[src/shared/decoder_pkg.sv]
// Constants for the binary code decoder and its APB register window.
// Assumes a 32-bit APB with byte addresses and one word per register.
package decoder_pkg;

  // ==========================================================
  // Bus geometry and register map
  localparam int ADDR_W = 12;
  localparam int DATA_W = 32;
  localparam logic [ADDR_W-1:0] CTRL_ADDR = 12'h000;
  localparam logic [ADDR_W-1:0] STATUS_ADDR = 12'h004;
  localparam logic [ADDR_W-1:0] OUT_ADDR = 12'h008;

  // ==========================================================
  // Field positions
  localparam int CTRL_MODE_BIT = 0;
  localparam int CTRL_INV_BIT = 1;
  localparam int CTRL_RANGE_LSB = 2;
  localparam int STAT_LOW_LSB = 0;
  localparam int STAT_UP_LSB = 3;
  localparam int STAT_BELOW_BIT = 5;
  localparam int STAT_ABOVE_BIT = 6;
  localparam int STAT_MATCH_BIT = 7;

  // ==========================================================
  // Code geometry
  localparam int MAX_IN = 5;
  localparam int LOW_BITS = 3;
  localparam int UP_BITS = 2;

  // ==========================================================
  // Modes and reset values
  typedef enum logic {
    MODE_PEAK = 1'b0,
    MODE_LEVEL = 1'b1
  } coding_mode_t;

  typedef enum logic [1:0] {
    RANGE_0_7 = 2'b00,
    RANGE_8_15 = 2'b01,
    RANGE_16_23 = 2'b10,
    RANGE_24_31 = 2'b11
  } value_range_t;

  localparam coding_mode_t MODE_RESET = MODE_PEAK;
  localparam logic INV_RESET = 1'b0;
  localparam value_range_t RANGE_RESET = RANGE_0_7;

endpackage

[src/rtl/binary_to_onehot_decoder.sv]
// Binary code decoder with one-hot or thermometer output and APB control.
// Assumes code_in comes from outside pclk's domain and APB from on-chip.
//
// Added by the designer: the address map and the APB register port.
`timescale 1ns/1ps

module binary_to_onehot_decoder
  import decoder_pkg::*;
#(
  parameter int NUM_IN = MAX_IN,
  localparam int LOW_W = (NUM_IN < LOW_BITS) ? NUM_IN : LOW_BITS,
  localparam int NUM_OUT = 1 << LOW_W
) (
  input wire logic pclk,
  input wire logic presetn,
  input wire logic psel,
  input wire logic penable,
  input wire logic pwrite,
  input wire logic [ADDR_W-1:0] paddr,
  input wire logic [DATA_W-1:0] pwdata,
  input wire logic [DATA_W/8-1:0] pstrb,
  output logic [DATA_W-1:0] prdata,
  output logic pready,
  output logic pslverr,
  input wire logic [NUM_IN-1:0] code_in,
  output logic [NUM_OUT-1:0] dec_out
);

  // ==========================================================
  // Build checks
  // input count bound
  if (NUM_IN < 1 || NUM_IN > MAX_IN) begin : g_bad_count
    $error("NUM_IN must lie between 1 and 5");
  end

  // ==========================================================
  // Functions
  // range legal per count
  function automatic logic range_ok(input logic [UP_BITS-1:0] r);
    logic ok;
    ok = 1'b0;
    if (r == RANGE_0_7) begin
      ok = 1'b1;
    end else if (r == RANGE_8_15) begin
      ok = (NUM_IN > LOW_BITS);
    end else begin
      ok = (NUM_IN == MAX_IN);
    end
    return ok;
  endfunction

  function automatic logic [NUM_OUT-1:0] thermo(
    input logic [LOW_BITS-1:0] v
  );
    logic [NUM_OUT-1:0] t;
    t = '0;
    for (int i = 0; i < NUM_OUT; i++) begin
      t[i] = (i <= int'(v));
    end
    return t;
  endfunction

  // ==========================================================
  // Configuration state
  coding_mode_t cfg_mode;
  logic cfg_invert;
  value_range_t cfg_range;

  // ==========================================================
  // Code input synchroniser
  // Pins are asynchronous to pclk, so two flops before any use
  logic [NUM_IN-1:0] code_meta;
  logic [NUM_IN-1:0] code_sync;

  always_ff @(posedge pclk or negedge presetn) begin
    if (!presetn) begin
      code_meta <= '0;
      code_sync <= '0;
    end else begin
      code_meta <= code_in;
      code_sync <= code_meta;
    end
  end

  // ==========================================================
  // Decode path
  logic [NUM_IN-1:0] inv_code;
  logic [MAX_IN-1:0] code_full;
  logic [LOW_BITS-1:0] low_val;
  logic [UP_BITS-1:0] up_idx;
  logic range_match;
  logic range_below;
  logic range_above;
  logic [NUM_OUT-1:0] peak_pat;
  logic [NUM_OUT-1:0] level_pat;
  logic [NUM_OUT-1:0] next_dec;

  // D and E flip too, before the range compare
  // invert all together
  assign inv_code = code_sync ^ {NUM_IN{cfg_invert}};
  // Missing inputs read as zero, so fewer inputs mean fewer usable ranges
  assign code_full = MAX_IN'(inv_code);
  assign low_val = code_full[LOW_BITS-1:0];
  assign up_idx = code_full[MAX_IN-1:LOW_BITS];
  assign range_match = (up_idx == cfg_range);
  assign range_below = (up_idx < cfg_range);
  assign range_above = (up_idx > cfg_range);
  assign peak_pat = NUM_OUT'(1) << low_val;
  assign level_pat = thermo(low_val);
  assign next_dec = range_match ?
                    ((cfg_mode == MODE_LEVEL) ? level_pat : peak_pat) :
                    ((range_above && cfg_mode == MODE_LEVEL) ? '1 : '0);

  always_ff @(posedge pclk or negedge presetn) begin
    if (!presetn) begin
      dec_out <= '0;
    end else begin
      dec_out <= next_dec;
    end
  end

  // ==========================================================
  // APB decode
  logic setup;
  logic access;
  logic hit_ctrl;
  logic hit_status;
  logic hit_out;
  logic hit_any;
  logic [UP_BITS-1:0] wr_range;
  logic wr_bad;
  logic next_err;
  logic cfg_wr;
  logic [DATA_W-1:0] ctrl_word;
  logic [DATA_W-1:0] stat_word;
  logic [DATA_W-1:0] read_mux;

  assign setup = psel && !penable;
  assign access = psel && penable && pready;
  assign hit_ctrl = (paddr == CTRL_ADDR);
  assign hit_status = (paddr == STATUS_ADDR);
  assign hit_out = (paddr == OUT_ADDR);
  assign hit_any = hit_ctrl || hit_status || hit_out;
  assign wr_range = pwdata[CTRL_RANGE_LSB +: UP_BITS];
  assign wr_bad = pwrite && hit_ctrl && pstrb[0] && !range_ok(wr_range);
  // Unmapped, read-only or illegal writes all answer with an error
  // Decided at setup, so the error stands with pready
  assign next_err = setup &&
                    (!hit_any || (pwrite && !hit_ctrl) || wr_bad);
  assign cfg_wr = access && pwrite && hit_ctrl && pstrb[0] && !pslverr;

  always_comb begin
    ctrl_word = '0;
    ctrl_word[CTRL_MODE_BIT] = cfg_mode;
    ctrl_word[CTRL_INV_BIT] = cfg_invert;
    ctrl_word[CTRL_RANGE_LSB +: UP_BITS] = cfg_range;
  end

  always_comb begin
    stat_word = '0;
    stat_word[STAT_LOW_LSB +: LOW_BITS] = low_val;
    stat_word[STAT_UP_LSB +: UP_BITS] = up_idx;
    stat_word[STAT_BELOW_BIT] = range_below;
    stat_word[STAT_ABOVE_BIT] = range_above;
    stat_word[STAT_MATCH_BIT] = range_match;
  end

  assign read_mux = hit_ctrl ? ctrl_word :
                    hit_status ? stat_word :
                    hit_out ? DATA_W'(dec_out) : '0;

  // ==========================================================
  // APB answer, one access cycle with no wait
  always_ff @(posedge pclk or negedge presetn) begin
    if (!presetn) begin
      pready <= 1'b0;
      pslverr <= 1'b0;
      prdata <= '0;
    end else begin
      pready <= setup;
      pslverr <= next_err;
      prdata <= (setup && !pwrite) ? read_mux : '0;
    end
  end

  // ==========================================================
  // Control register
  always_ff @(posedge pclk or negedge presetn) begin
    if (!presetn) begin
      cfg_mode <= MODE_RESET;
      cfg_invert <= INV_RESET;
      cfg_range <= RANGE_RESET;
    end else if (cfg_wr) begin
      cfg_mode <= coding_mode_t'(pwdata[CTRL_MODE_BIT]);
      cfg_invert <= pwdata[CTRL_INV_BIT];
      cfg_range <= value_range_t'(wr_range);
    end
  end
endmodule

[config.mk]
export PLATFORM = sky130hd
export DESIGN_NAME = binary_to_onehot_decoder
export DESIGN_NICKNAME = d
export VERILOG_FILES = /design/src/shared/decoder_pkg.sv /design/src/rtl/binary_to_onehot_decoder.sv
export SDC_FILE = /design/constraint.sdc
export NUM_CORES = 1
export LEC_CHECK = 0
export BUFFER_PORTS_ARGS = -buffer_cell sky130_fd_sc_hd__buf_2
export CAP_MARGIN = 10
export CORE_ASPECT_RATIO = 0.6
export CORE_MARGIN = 2
export CORE_UTILIZATION = 41
export CTS_BUF_LIST = sky130_fd_sc_hd__clkbuf_4 sky130_fd_sc_hd__clkbuf_8
export CTS_CLUSTER_SIZE = 40
export DETAILED_ROUTE_END_ITERATION = 16
export PLACE_DENSITY = 0.79
export SYNTH_ARGS = -nofsm -noshare
export SYNTH_HDL_FRONTEND = slang
export SYNTH_SLANG_ARGS = --single-unit
[constraint.sdc]
create_clock -name pclk -period 1.9 [get_ports pclk]
set_input_delay 0.19 -clock pclk [delete_from_list [all_inputs] [get_ports pclk]]
set_output_delay 0.19 -clock pclk [all_outputs]
set_load 0.005 [all_outputs]
==> impl_summary.log, run 1 <==
[metrics] HP Start: code_in[3]
[metrics] WP data arrival: 2.01 ns
[metrics] count of antenna diodes in the layout: 0
[metrics] proportion of synthesized chip area in sequential cells: 0.469
[metrics] final weighted congestion in routability-driven placement: 0.807
[metrics] Psw: 0.325 mW
[metrics] total negative setup slack: 0 ns
[metrics] initial core utilization: 0.421
[metrics] Routed Antenna Nets: 0
[metrics] post-synthesis instance area: 1710 sq um
[metrics] worst skew pair latency: 0.28 ns
[metrics] Die ar.: 4710 sq um
[metrics] via count of the first global-routing pass: 1121
[metrics] top cells by area, synth: sky130_fd_sc_hd__dfrtp_1, sky130_fd_sc_hd__buf_4, sky130_fd_sc_hd__o21ai_0
[metrics] share of power burned in the clock network: 0.393
[metrics] DRC viols: 0
[metrics] Post-Route WL: 3270 um
[metrics] Synth Register Bits: 32
[metrics] Critical path buffers and inverters: 0
[metrics] minimum period implied by the final worst setup slack: 1.86 ns
[metrics] Post-layout nets: 263
[metrics] syn_area_per_cell: 10.7 sq um
[metrics] clock-pin slew of the registers on the worst-case setup and hold paths: 0.06 ns
[metrics] number of instances in the synthesized netlist: 160
[metrics] worst clock skew: 0.00673 ns
[metrics] kind of start point of the critical path: flip-flop
[metrics] post-synth top area share: 0.469
[metrics] Die Width: 87.3 um
[metrics] number of buffers added on ports: 44
[metrics] initial antenna violation count: 0
[metrics] postcts setup bufs: 0
[metrics] power density normalized to cell area: 702 nW/um^2
[metrics] number of cells on the worst reg-to-reg path: 6
[metrics] number of buffers between clock root and the deepest sink: 2
[metrics] Worst Path Max Fanout: 4
[metrics] measured slew at the worst slew-check pin: 0.679 ns
[metrics] area growth from synthesis to final layout: 16.9%
[metrics] H-tree levels: 2
[metrics] TritonCTS clock tree: yes
[metrics] number of cells traversed by the worst hold path: 1
[metrics] share of final-layout standard cells stronger than drive strength 1: 0.330
[metrics] total CTS buffers: 5
[metrics] Commonest cells post-synth: sky130_fd_sc_hd__dfrtp_1, sky130_fd_sc_hd__buf_4, sky130_fd_sc_hd__nor2_1
[metrics] CP most frequent cell: sky130_fd_sc_hd__o21ai_0
[metrics] sw frac: 0.232
[metrics] IO Pins: 100
[metrics] grt ovf: 0
[metrics] Relative slew margins: 0.548
[metrics] Internal: 1.07 mW
[metrics] worst-path cell chain: xor2_2, ha_1, nor2b_1, o21a_1, o21ai_0, o21ai_0
[metrics] Max IR drop VDD: 0.504 mV
[metrics] leakage power: 0.975 nW
[metrics] sum of net half-perimeters after detailed placement: 2520 um
[metrics] iteration count of the initial detailed-routing pass: 4
[metrics] setup slack of the most critical reg-to-reg path: 0.04 ns
[metrics] unrepaired setup endpoints after global routing: yes
[metrics] end point of the most critical hold path: code_meta[3]
[metrics] type of element capturing the critical path: flip-flop
[metrics] top cell type by total area after synthesis: sky130_fd_sc_hd__dfrtp_1
[metrics] Fin. Hold Viols: 0
[metrics] library cell contributing the largest single delay on the critical path: sky130_fd_sc_hd__dfrtp_1
[metrics] ratio of routed vias to standard cells: 4.73
[metrics] fin. max-slew vios: 0
[metrics] placement row count: 18
[metrics] most frequently used cell type in the post-synthesis netlist: sky130_fd_sc_hd__dfrtp_1
[metrics] CTS sink count: 32
[metrics] commonest register cell after synthesis: sky130_fd_sc_hd__dfrtp_1
[metrics] post-route clock period utilization: 0.979
[metrics] worst hold slack: 0.0166 ns
[metrics] pin count of the biggest net entering global routing: 33
[metrics] drt first-iter violations: 51
[metrics] first-pass GRT wire length: 5060 um
[metrics] vias: 1197
[metrics] asr flop ratio synth: 1.00
[metrics] critical path start-end classification: reg2reg
[metrics] class of the worst hold path: in2reg
[metrics] maximum cell stage delay along the critical path: 0.45 ns
[metrics] Worst Path Required: 2.05 ns
[metrics] sequential share of power: 0.510
[metrics] run status: finished clean
[metrics] startpoint of the lowest-slack register-to-register path: cfg_invert
[metrics] Reg-to-Reg End: dec_out[1]
[metrics] total number of yosys warnings: 0
[metrics] core box area: 4050 sq um
[metrics] count of different cell masters after synthesis: 37
[metrics] Die Span Y: 54.0 um
[metrics] MaxCap Viol Count: 0
[metrics] Avg WL per Cell: 12.9 um
[metrics] power share of the combinational group: 0.097
[metrics] Overall Global Routing Usage: 0.147
[metrics] final setup violation count: 0
[metrics] Achievable Freq: 537 MHz
[metrics] clock tree root buffer cell: sky130_fd_sc_hd__clkbuf_8
[metrics] cell family with the largest share of critical-path delay: compound AO/OA/AOI/OAI gates
[metrics] count of flip-flops with a built-in enable after synthesis: 0
-- cell families (layout without fill, tap and decap cells) --
kind of cell / count (synthesis) / after routing / share of synthesized area
xor gates and xnor gates: 4 / 4 / 0.0205
other: 1 / 24 / 0.00220
muxes: 9 / 9 / 0.0565
buffers and inverters: 34 / 54 / 0.129
adders and majority gates: 3 / 3 / 0.0205
AOI/OAI and AO/OA: 30 / 30 / 0.127
DFF: 32 / 32 / 0.469
and+or+nand+nor: 47 / 47 / 0.175
-- worst max-delay path by stage --
stage	end	cells past startpoint	slack, ns	start
after floorplan	dec_out[1]	8	0.005	cfg_invert
after global placement	dec_out[1]	6	0.06	cfg_invert
after detailed placement	dec_out[1]	6	0.04	cfg_invert
after CTS	dec_out[1]	6	0.02	cfg_invert
after global routing	dec_out[1]	6	-0.06	cfg_invert
final	dec_out[1]	6	0.04	cfg_invert
-- placed cells by master, fill, tap and decap left out, types with 2 or more instances in the layout --
cell,Yosys,final
sky130_fd_sc_hd__o21ai_0,13,13
sky130_fd_sc_hd__a21oi_1,2,2
sky130_fd_sc_hd__buf_2,2,44
sky130_fd_sc_hd__a32oi_1,2,2
sky130_fd_sc_hd__nor2_1,14,14
sky130_fd_sc_hd__xnor2_1,3,2
sky130_fd_sc_hd__dfrtp_1,32,32
sky130_fd_sc_hd__nor2b_1,9,9
sky130_fd_sc_hd__mux2i_1,4,4
sky130_fd_sc_hd__nor3_1,4,4
sky130_fd_sc_hd__nor3b_1,3,3
sky130_fd_sc_hd__nand3_1,3,3
sky130_fd_sc_hd__nor4_4,2,2
sky130_fd_sc_hd__mux2_2,5,5
sky130_fd_sc_hd__a22oi_1,3,3
sky130_fd_sc_hd__o21a_1,2,2
sky130_fd_sc_hd__conb_1,1,24
sky130_fd_sc_hd__a2111oi_2,3,3
sky130_fd_sc_hd__nand2_1,5,5
sky130_fd_sc_hd__ha_1,2,2
sky130_fd_sc_hd__clkbuf_8,0,7
-- routing by layer --
layer,up-vias,global-route usage,routed length [um]
li1,593,-,-
met3,2,0.0552,218
met4,0,0.0538,11
met2,35,0.239,1520
met1,567,0.182,1520
met5,-,0,0
-- flip-flops by register name, summed over array words and instances, names as in the netlist --
| signal | cells |
|---|---|
| cfg_invert | 1 |
| cfg_mode | 1 |
| pready | 1 |
| cfg_range | 2 |
| code_sync | 5 |
| prdata | 8 |
| code_meta | 5 |
| pslverr | 1 |
| dec_out | 8 |
-- through the flow --
stage	cells	area, sq um	utilization	power [mW]	worst slack (ns)
6_report	253	1990	0.492	1.40	0.0391
5_1_grt	253	1990	0.492	1.47	-0.0618
4_1_cts	253	1970	0.487	1.42	0.0186
3_5_place_dp	245	1870	0.460	0.857	0.0378
3_3_place_gp	245	1870	0.460	0.851	0.0619
2_1_floorplan	183	1800	-	0.828	0.00531
-- power by group through the flow --
stage               clock [mW]  combinational [mW]  sequential, mW
finish                   0.550               0.135           0.713
CTS                      0.571               0.134           0.712
global placement             0               0.128           0.723
global route             0.604               0.155           0.715
detailed placement           0               0.132           0.725
floorplan                    0               0.112           0.716
-- layout make-up --
class	instances	area (sq um)
fillers	384	2060
flip-flops and latches	32	801
multi-input cells	117	793
repair buffers	46	238
clock buffers	7	96.3
well taps	50	62.6
inverters	1	3.75
-- repair_timing --
item                                    CTS  global route
hold buffers                              1             0
resized for setup                         0             3
endpoints found under the setup margin    0             8
hold endpoints to repair                 32             0
No activity file was read; power rests on OpenSTA's default activity.
==> inputs of run 2 (changes only) <==
CORE_UTILIZATION = 48   (was 41)
MAX_ROUTING_LAYER = met4   (was default)
PLACE_DENSITY = 0.87   (was 0.79)
clock period = 2.2 ns   (was 1.9 ns; I/O delays follow)
==> run 2 against run 1 <==
Against the previous run:
- die area down 14%
- first-iteration DRC count down 24%
- worst hold slack better by 0.029 ns
- critical path depth unchanged
- utilization up 9.9 points
- clock power down 18%
- count of clock-buffer cells in the layout down 1
- largest cell class unchanged
- non-clock buffer count unchanged
- total power down 16%
- register-to-register slack better by 0.23 ns
==> impl_summary.log, run 2 (same netlist as run 1, synthesis figures left out) <==
[metrics] final setup violation count: 0
[metrics] sw frac: 0.241
[metrics] most frequent standard cell in the layout excluding fill and tap cells: sky130_fd_sc_hd__buf_2
[metrics] TritonCTS clock tree: yes
[metrics] core box area: 3320 sq um
[metrics] H-tree levels: 2
[metrics] Achievable Freq: 517 MHz
[metrics] worst-path cell chain: xor2_1, ha_1, nor2b_1, o21a_1, o21ai_0, o21ai_0
[metrics] power share of the combinational group: 0.098
[metrics] CP most frequent cell: sky130_fd_sc_hd__o21ai_0
[metrics] total negative setup slack: 0 ns
[metrics] drt first-iter violations: 39
[metrics] total CTS buffers: 5
[metrics] Fin. Hold Viols: 0
[metrics] MaxCap Viol Count: 0
[metrics] sequential share of power: 0.521
[metrics] Post-layout nets: 263
[metrics] postcts setup bufs: 0
[metrics] Reg area: 801 sq um
[metrics] Avg WL per Cell: 12.9 um
[metrics] first-pass GRT wire length: 5120 um
[metrics] Die ar.: 4060 sq um
[metrics] Die Width: 81.0 um
[metrics] minimum period implied by the final worst setup slack: 1.93 ns
[metrics] placement row count: 16
[metrics] Die Span Y: 50.2 um
[metrics] sum of net half-perimeters after detailed placement: 2530 um
[metrics] ratio of routed vias to standard cells: 5.02
[metrics] instance area after placement: 1860 sq um
[metrics] Internal: 0.897 mW
[metrics] Post-Route WL: 3200 um
[metrics] largest registers ranked by flip-flop count: dec_out x8, prdata x8
[metrics] top library cells by usage in the layout, fill and taps aside: sky130_fd_sc_hd__buf_2, sky130_fd_sc_hd__dfrtp_1, sky130_fd_sc_hd__conb_1
[metrics] worst clock skew: 0.00605 ns
[metrics] area growth from synthesis to final layout: 15.0%
[metrics] fin. max-slew vios: 0
[metrics] initial antenna violation count: 0
[metrics] worst skew pair latency: 0.28 ns
[metrics] final weighted congestion in routability-driven placement: 0.805
[metrics] DRC viols: 0
[metrics] power density normalized to cell area: 602 nW/um^2
[metrics] count of antenna diodes in the layout: 0
[metrics] Routed Antenna Nets: 0
[metrics] type of element capturing the critical path: flip-flop
[metrics] share of power burned in the clock network: 0.382
[metrics] Fillers: 314
[metrics] multi-input logic area: 772 sq um
[metrics] post-route clock period utilization: 0.879
[metrics] Relative slew margins: 0.554
[metrics] WP data arrival: 2.08 ns
[metrics] class of the worst hold path: in2reg
[metrics] grt ovf: 0
[metrics] number of buffers added on ports: 44
[metrics] critical path start-end classification: reg2reg
[metrics] Worst Path Required: 2.35 ns
[metrics] Worst Path Max Fanout: 4
[metrics] Psw: 0.284 mW
[metrics] clock-pin slew of the registers on the worst-case setup and hold paths: 0.06 ns
[metrics] kind of start point of the critical path: flip-flop
[metrics] vias: 1250
[metrics] iteration count of the initial detailed-routing pass: 4
[metrics] Max IR drop VDD: 0.472 mV
[metrics] post_cts resized: 0
[metrics] library cell contributing the largest single delay on the critical path: sky130_fd_sc_hd__dfrtp_1
[metrics] initial core utilization: 0.514
[metrics] Overall Global Routing Usage: 0.179
[metrics] measured slew at the worst slew-check pin: 0.670 ns
[metrics] CTS Hold Buffers Added: 1
[metrics] clock tree root buffer cell: sky130_fd_sc_hd__clkbuf_8
[metrics] unrepaired setup endpoints after global routing: no
[metrics] Finished Cell Area: 1960 sq um
[metrics] CTS sink count: 32
[metrics] maximum cell stage delay along the critical path: 0.42 ns
[metrics] share of final-layout standard cells stronger than drive strength 1: 0.319
[metrics] IO Pins: 100
[metrics] leakage power: 0.970 nW
[metrics] pin count of the biggest net entering global routing: 33
[metrics] via count of the first global-routing pass: 1119
[metrics] number of buffers between clock root and the deepest sink: 2
[metrics] run status: finished clean
-- run 2: cell types whose count changed in the layout (fill, tap and decap cells not counted), sizes merged --
cell / change
clkinv: +2
clkbuf: -1
-- run 2: power groups by stage --
| stage | sequential [mW] | clock [mW] | combinational [mW] |
|---|---|---|---|
| global placement | 0.625 | 0 | 0.110 |
| floorplan | 0.618 | 0 | 0.0971 |
| finish | 0.615 | 0.451 | 0.116 |
| detailed placement | 0.626 | 0 | 0.114 |
| CTS | 0.615 | 0.468 | 0.116 |
| global route | 0.617 | 0.491 | 0.131 |
-- run 2: path summary, 6_finish.rpt --
kind | startpoint | end | slack, ns | cells after the start
worst max-delay path | cfg_invert | dec_out[1] | 0.27 | 6
worst min-delay path | code_in[4] | code_meta[4] | 0.05 | 1
worst max register to register | cfg_invert | dec_out[1] | 0.27 | 6
worst min register to register | code_meta[3] | code_sync[3] | 0.35 | 0
max in group asynchronous | presetn | code_sync[1] | 1.25 | 2
min in group asynchronous | presetn | prdata[2] | 0.51 | 2
-- run 2: critical path, delay by kind of cell (launching register included) --
family                     cells  cell delay [ns]
and+or+nand+nor                1             0.17
xor gates and xnor gates       1             0.31
adders and majority gates      1             0.33
DFF                            1             0.42
AOI/OAI and AO/OA              3             0.57
-- run 2: layout make-up --
cell class,instances,area share
Sequential cell,32,0.408
Clock inverter,2,0.00510
Inverter,1,0.00191
Timing Repair Buffer,46,0.121
Clock buffer,6,0.0421
Tap cell,45,0.0287
Multi-Input combinational cell,117,0.393
-- run 2: through the flow --
step,worst slack [ns],hold WS [ns],utilization,cells,total power [mW]
final,0.266,0.0457,0.591,249,1.18
after global routing,0.0581,0.0325,0.591,249,1.24
after CTS,0.263,0.0327,0.591,249,1.20
after detailed placement,0.271,0.299,0.560,240,0.740
after global placement,0.329,0.285,0.560,240,0.734
after floorplan,0.268,-0.0756,-,183,0.715
-- run 2: routing by layer --
| layer | up-vias | GRT usage | part of all wire |
|---|---|---|---|
| met4 | 0 | 0.0678 | 0.017 |
| met1 | 590 | 0.225 | 0.45 |
| met2 | 54 | 0.267 | 0.45 |
| met3 | 7 | 0.0629 | 0.084 |
| li1 | 599 | - | - |
| met5 | - | - | 0 |
==> inputs of run 3 (changes only) <==
BUFFER_PORTS_ARGS = default   (was -buffer_cell sky130_fd_sc_hd__buf_2)
CELL_PAD_IN_SITES_DETAIL_PLACEMENT = 1   (was default)
CELL_PAD_IN_SITES_GLOBAL_PLACEMENT = 1   (was default)
CORE_UTILIZATION = 51   (was 48)
DONT_BUFFER_PORTS = 1   (was default)
PLACE_DENSITY = default   (was 0.87)
PLACE_DENSITY_LB_ADDON = 0.1   (was default)
==> run 3 against run 2 <==
Against the previous run:
- flip-flop and latch count unchanged
- routed wire length grew 14%
- total power down 2.6%
- setup slack got worse by 0.041 ns
- sequential share of layout area is 3.1 points higher
- die area decreased by 5.5%
- non-clock buffer count shrank 37
- critical path type unchanged
- critical endpoint is now dec_out[3]
- highest routed layer unchanged
==> impl_summary.log, run 3 (same netlist as run 1, synthesis figures left out) <==
[metrics] area growth from synthesis to final layout: 6.96%
[metrics] final weighted congestion in routability-driven placement: 0.840
[metrics] worst skew pair latency: 0.29 ns
[metrics] worst clock skew: 0.0116 ns
[metrics] power density normalized to cell area: 631 nW/um^2
[metrics] fin. max-slew vios: 0
[metrics] library cell contributing the largest single delay on the critical path: sky130_fd_sc_hd__dfrtp_1
[metrics] class of the worst hold path: in2reg
[metrics] number of cells traversed by the worst hold path: 1
[metrics] TritonCTS clock tree: yes
[metrics] clock-pin slew of the registers on the worst-case setup and hold paths: 0.07 ns
[metrics] first-pass GRT wire length: 5970 um
[metrics] Fin. Hold Viols: 0
[metrics] Worst Path Required: 2.35 ns
[metrics] pin count of the biggest net entering global routing: 33
[metrics] Total Power: 1.15 mW
[metrics] number of buffers added on ports: 0
[metrics] startpoint of the lowest-slack register-to-register path: cfg_invert
[metrics] initial core utilization: 0.530
[metrics] ratio of routed vias to standard cells: 5.38
[metrics] placement row count: 16
[metrics] sum of net half-perimeters after detailed placement: 2730 um
[metrics] worst-path cell chain: xor2_1, ha_1, nor2b_1, o21a_1, o21ai_0, o21ai_0
[metrics] number of cells on the worst reg-to-reg path: 6
[metrics] Routed Antenna Nets: 0
[metrics] top library cells by usage in the layout, fill and taps aside: sky130_fd_sc_hd__dfrtp_1, sky130_fd_sc_hd__conb_1, sky130_fd_sc_hd__nor2_1
[metrics] Overall Global Routing Usage: 0.215
[metrics] IO Pins: 100
[metrics] total negative setup slack: 0 ns
[metrics] Avg WL per Cell: 17.2 um
[metrics] CTS sink count: 32
[metrics] Fillers: 357
[metrics] largest registers ranked by flip-flop count: dec_out x8, prdata x8
[metrics] critical path start-end classification: reg2reg
[metrics] Die ar.: 3840 sq um
[metrics] drt first-iter violations: 62
[metrics] kind of start point of the critical path: flip-flop
[metrics] clock tree root buffer cell: sky130_fd_sc_hd__clkbuf_8
[metrics] Reg-to-Reg End: dec_out[3]
[metrics] Finished Cell Area: 1830 sq um
[metrics] vias: 1140
[metrics] iteration count of the initial detailed-routing pass: 4
[metrics] Die Width: 78.7 um
[metrics] Die Span Y: 48.8 um
[metrics] total CTS buffers: 5
[metrics] Post-Route WL: 3640 um
[metrics] Post-Place Setup Slack: 0.241 ns
[metrics] multi-input logic area: 779 sq um
[metrics] minimum period implied by the final worst setup slack: 1.98 ns
[metrics] setup slack of the most critical reg-to-reg path: 0.22 ns
[metrics] setup ws final: 0.225 ns
[metrics] CP most frequent cell: sky130_fd_sc_hd__o21ai_0
[metrics] core box area: 3220 sq um
[metrics] final setup violation count: 0
[metrics] initial antenna violation count: 0
[metrics] MaxCap Viol Count: 0
[metrics] count of antenna diodes in the layout: 0
[metrics] share of final-layout standard cells stronger than drive strength 1: 0.138
[metrics] number of buffers between clock root and the deepest sink: 2
[metrics] instance area after placement: 1640 sq um
[metrics] cell family with the largest share of critical-path delay: compound AO/OA/AOI/OAI gates
[metrics] Critical path buffers and inverters: 0
[metrics] HP Start: paddr[2]
[metrics] worst hold slack: 0.0115 ns
[metrics] placed instance count: 196
[metrics] end point of the most critical hold path: prdata[2]
[metrics] WP data arrival: 2.12 ns
[metrics] via count of the first global-routing pass: 1188
[metrics] Worst Path Max Fanout: 4
[metrics] Reg area: 801 sq um
[metrics] H-tree levels: 2
[metrics] Achievable Freq: 506 MHz
[metrics] Max IR drop VDD: 0.324 mV
[metrics] utilization after layout: 0.566
[metrics] grt ovf: 0
[metrics] type of element capturing the critical path: flip-flop
[metrics] Post-layout nets: 226
[metrics] run status: finished clean
[metrics] most frequent standard cell in the layout excluding fill and tap cells: sky130_fd_sc_hd__dfrtp_1
[metrics] leakage power: 0.806 nW
[metrics] post-route clock period utilization: 0.898
[metrics] maximum cell stage delay along the critical path: 0.43 ns
[metrics] DRC viols: 0
[metrics] unrepaired setup endpoints after global routing: no
[metrics] postcts setup bufs: 0
[metrics] non-filler instance count after layout: 212
run 3: cell count changes in the layout (fill, tap and decap cells not counted):
cell                            before  now
sky130_fd_sc_hd__buf_12              0    1
sky130_fd_sc_hd__dlygate4sd3_1       1    7
sky130_fd_sc_hd__xnor2_1             3    2
sky130_fd_sc_hd__clkbuf_8            6    5
sky130_fd_sc_hd__buf_2              44    0
sky130_fd_sc_hd__clkinv_4            0    1
sky130_fd_sc_hd__xnor2_2             0    1
run 3: routing by layer:
metal / vias to the layer above / share of wire / GRT usage
li1: 519 / - / -
met4: 0 / 0.016 / 0.0906
met2: 48 / 0.48 / 0.329
met3: 8 / 0.067 / 0.0648
met1: 565 / 0.44 / 0.267
met5: - / 0 / -
run 3: where the power goes:
part / switching, mW / internal (mW)
Clock: 0.222 / 0.220
Sequential: 0.0153 / 0.602
Combinational: 0.0541 / 0.0391
Total: 0.291 / 0.861
run 3: cell type report:
cell class | instances | area share
clock buffers | 5 | 0.0377
clock inverters | 3 | 0.0103
inverters | 1 | 0.00206
multi-input cells | 117 | 0.427
flip-flops and latches | 32 | 0.439
well taps | 45 | 0.0308
repair buffers | 9 | 0.0535
run 3: repair_timing:
action	in CTS	in global routing
gates resized for setup	0	1
hold buffers	8	0
endpoints found under the setup margin	0	1
hold endpoints to repair	38	0
run 3: how the worst max path moves through the flow:
stage          slack, ns  depth (start not counted)          to        from
2_1_floorplan       0.27                          8  dec_out[1]  cfg_invert
3_3_place_gp        0.37                          6  dec_out[3]  cfg_invert
3_5_place_dp        0.24                          6  dec_out[3]  cfg_invert
4_1_cts             0.22                          6  dec_out[3]  cfg_invert
5_1_grt             0.06                          6  dec_out[1]  cfg_invert
6_report            0.22                          6  dec_out[3]  cfg_invert
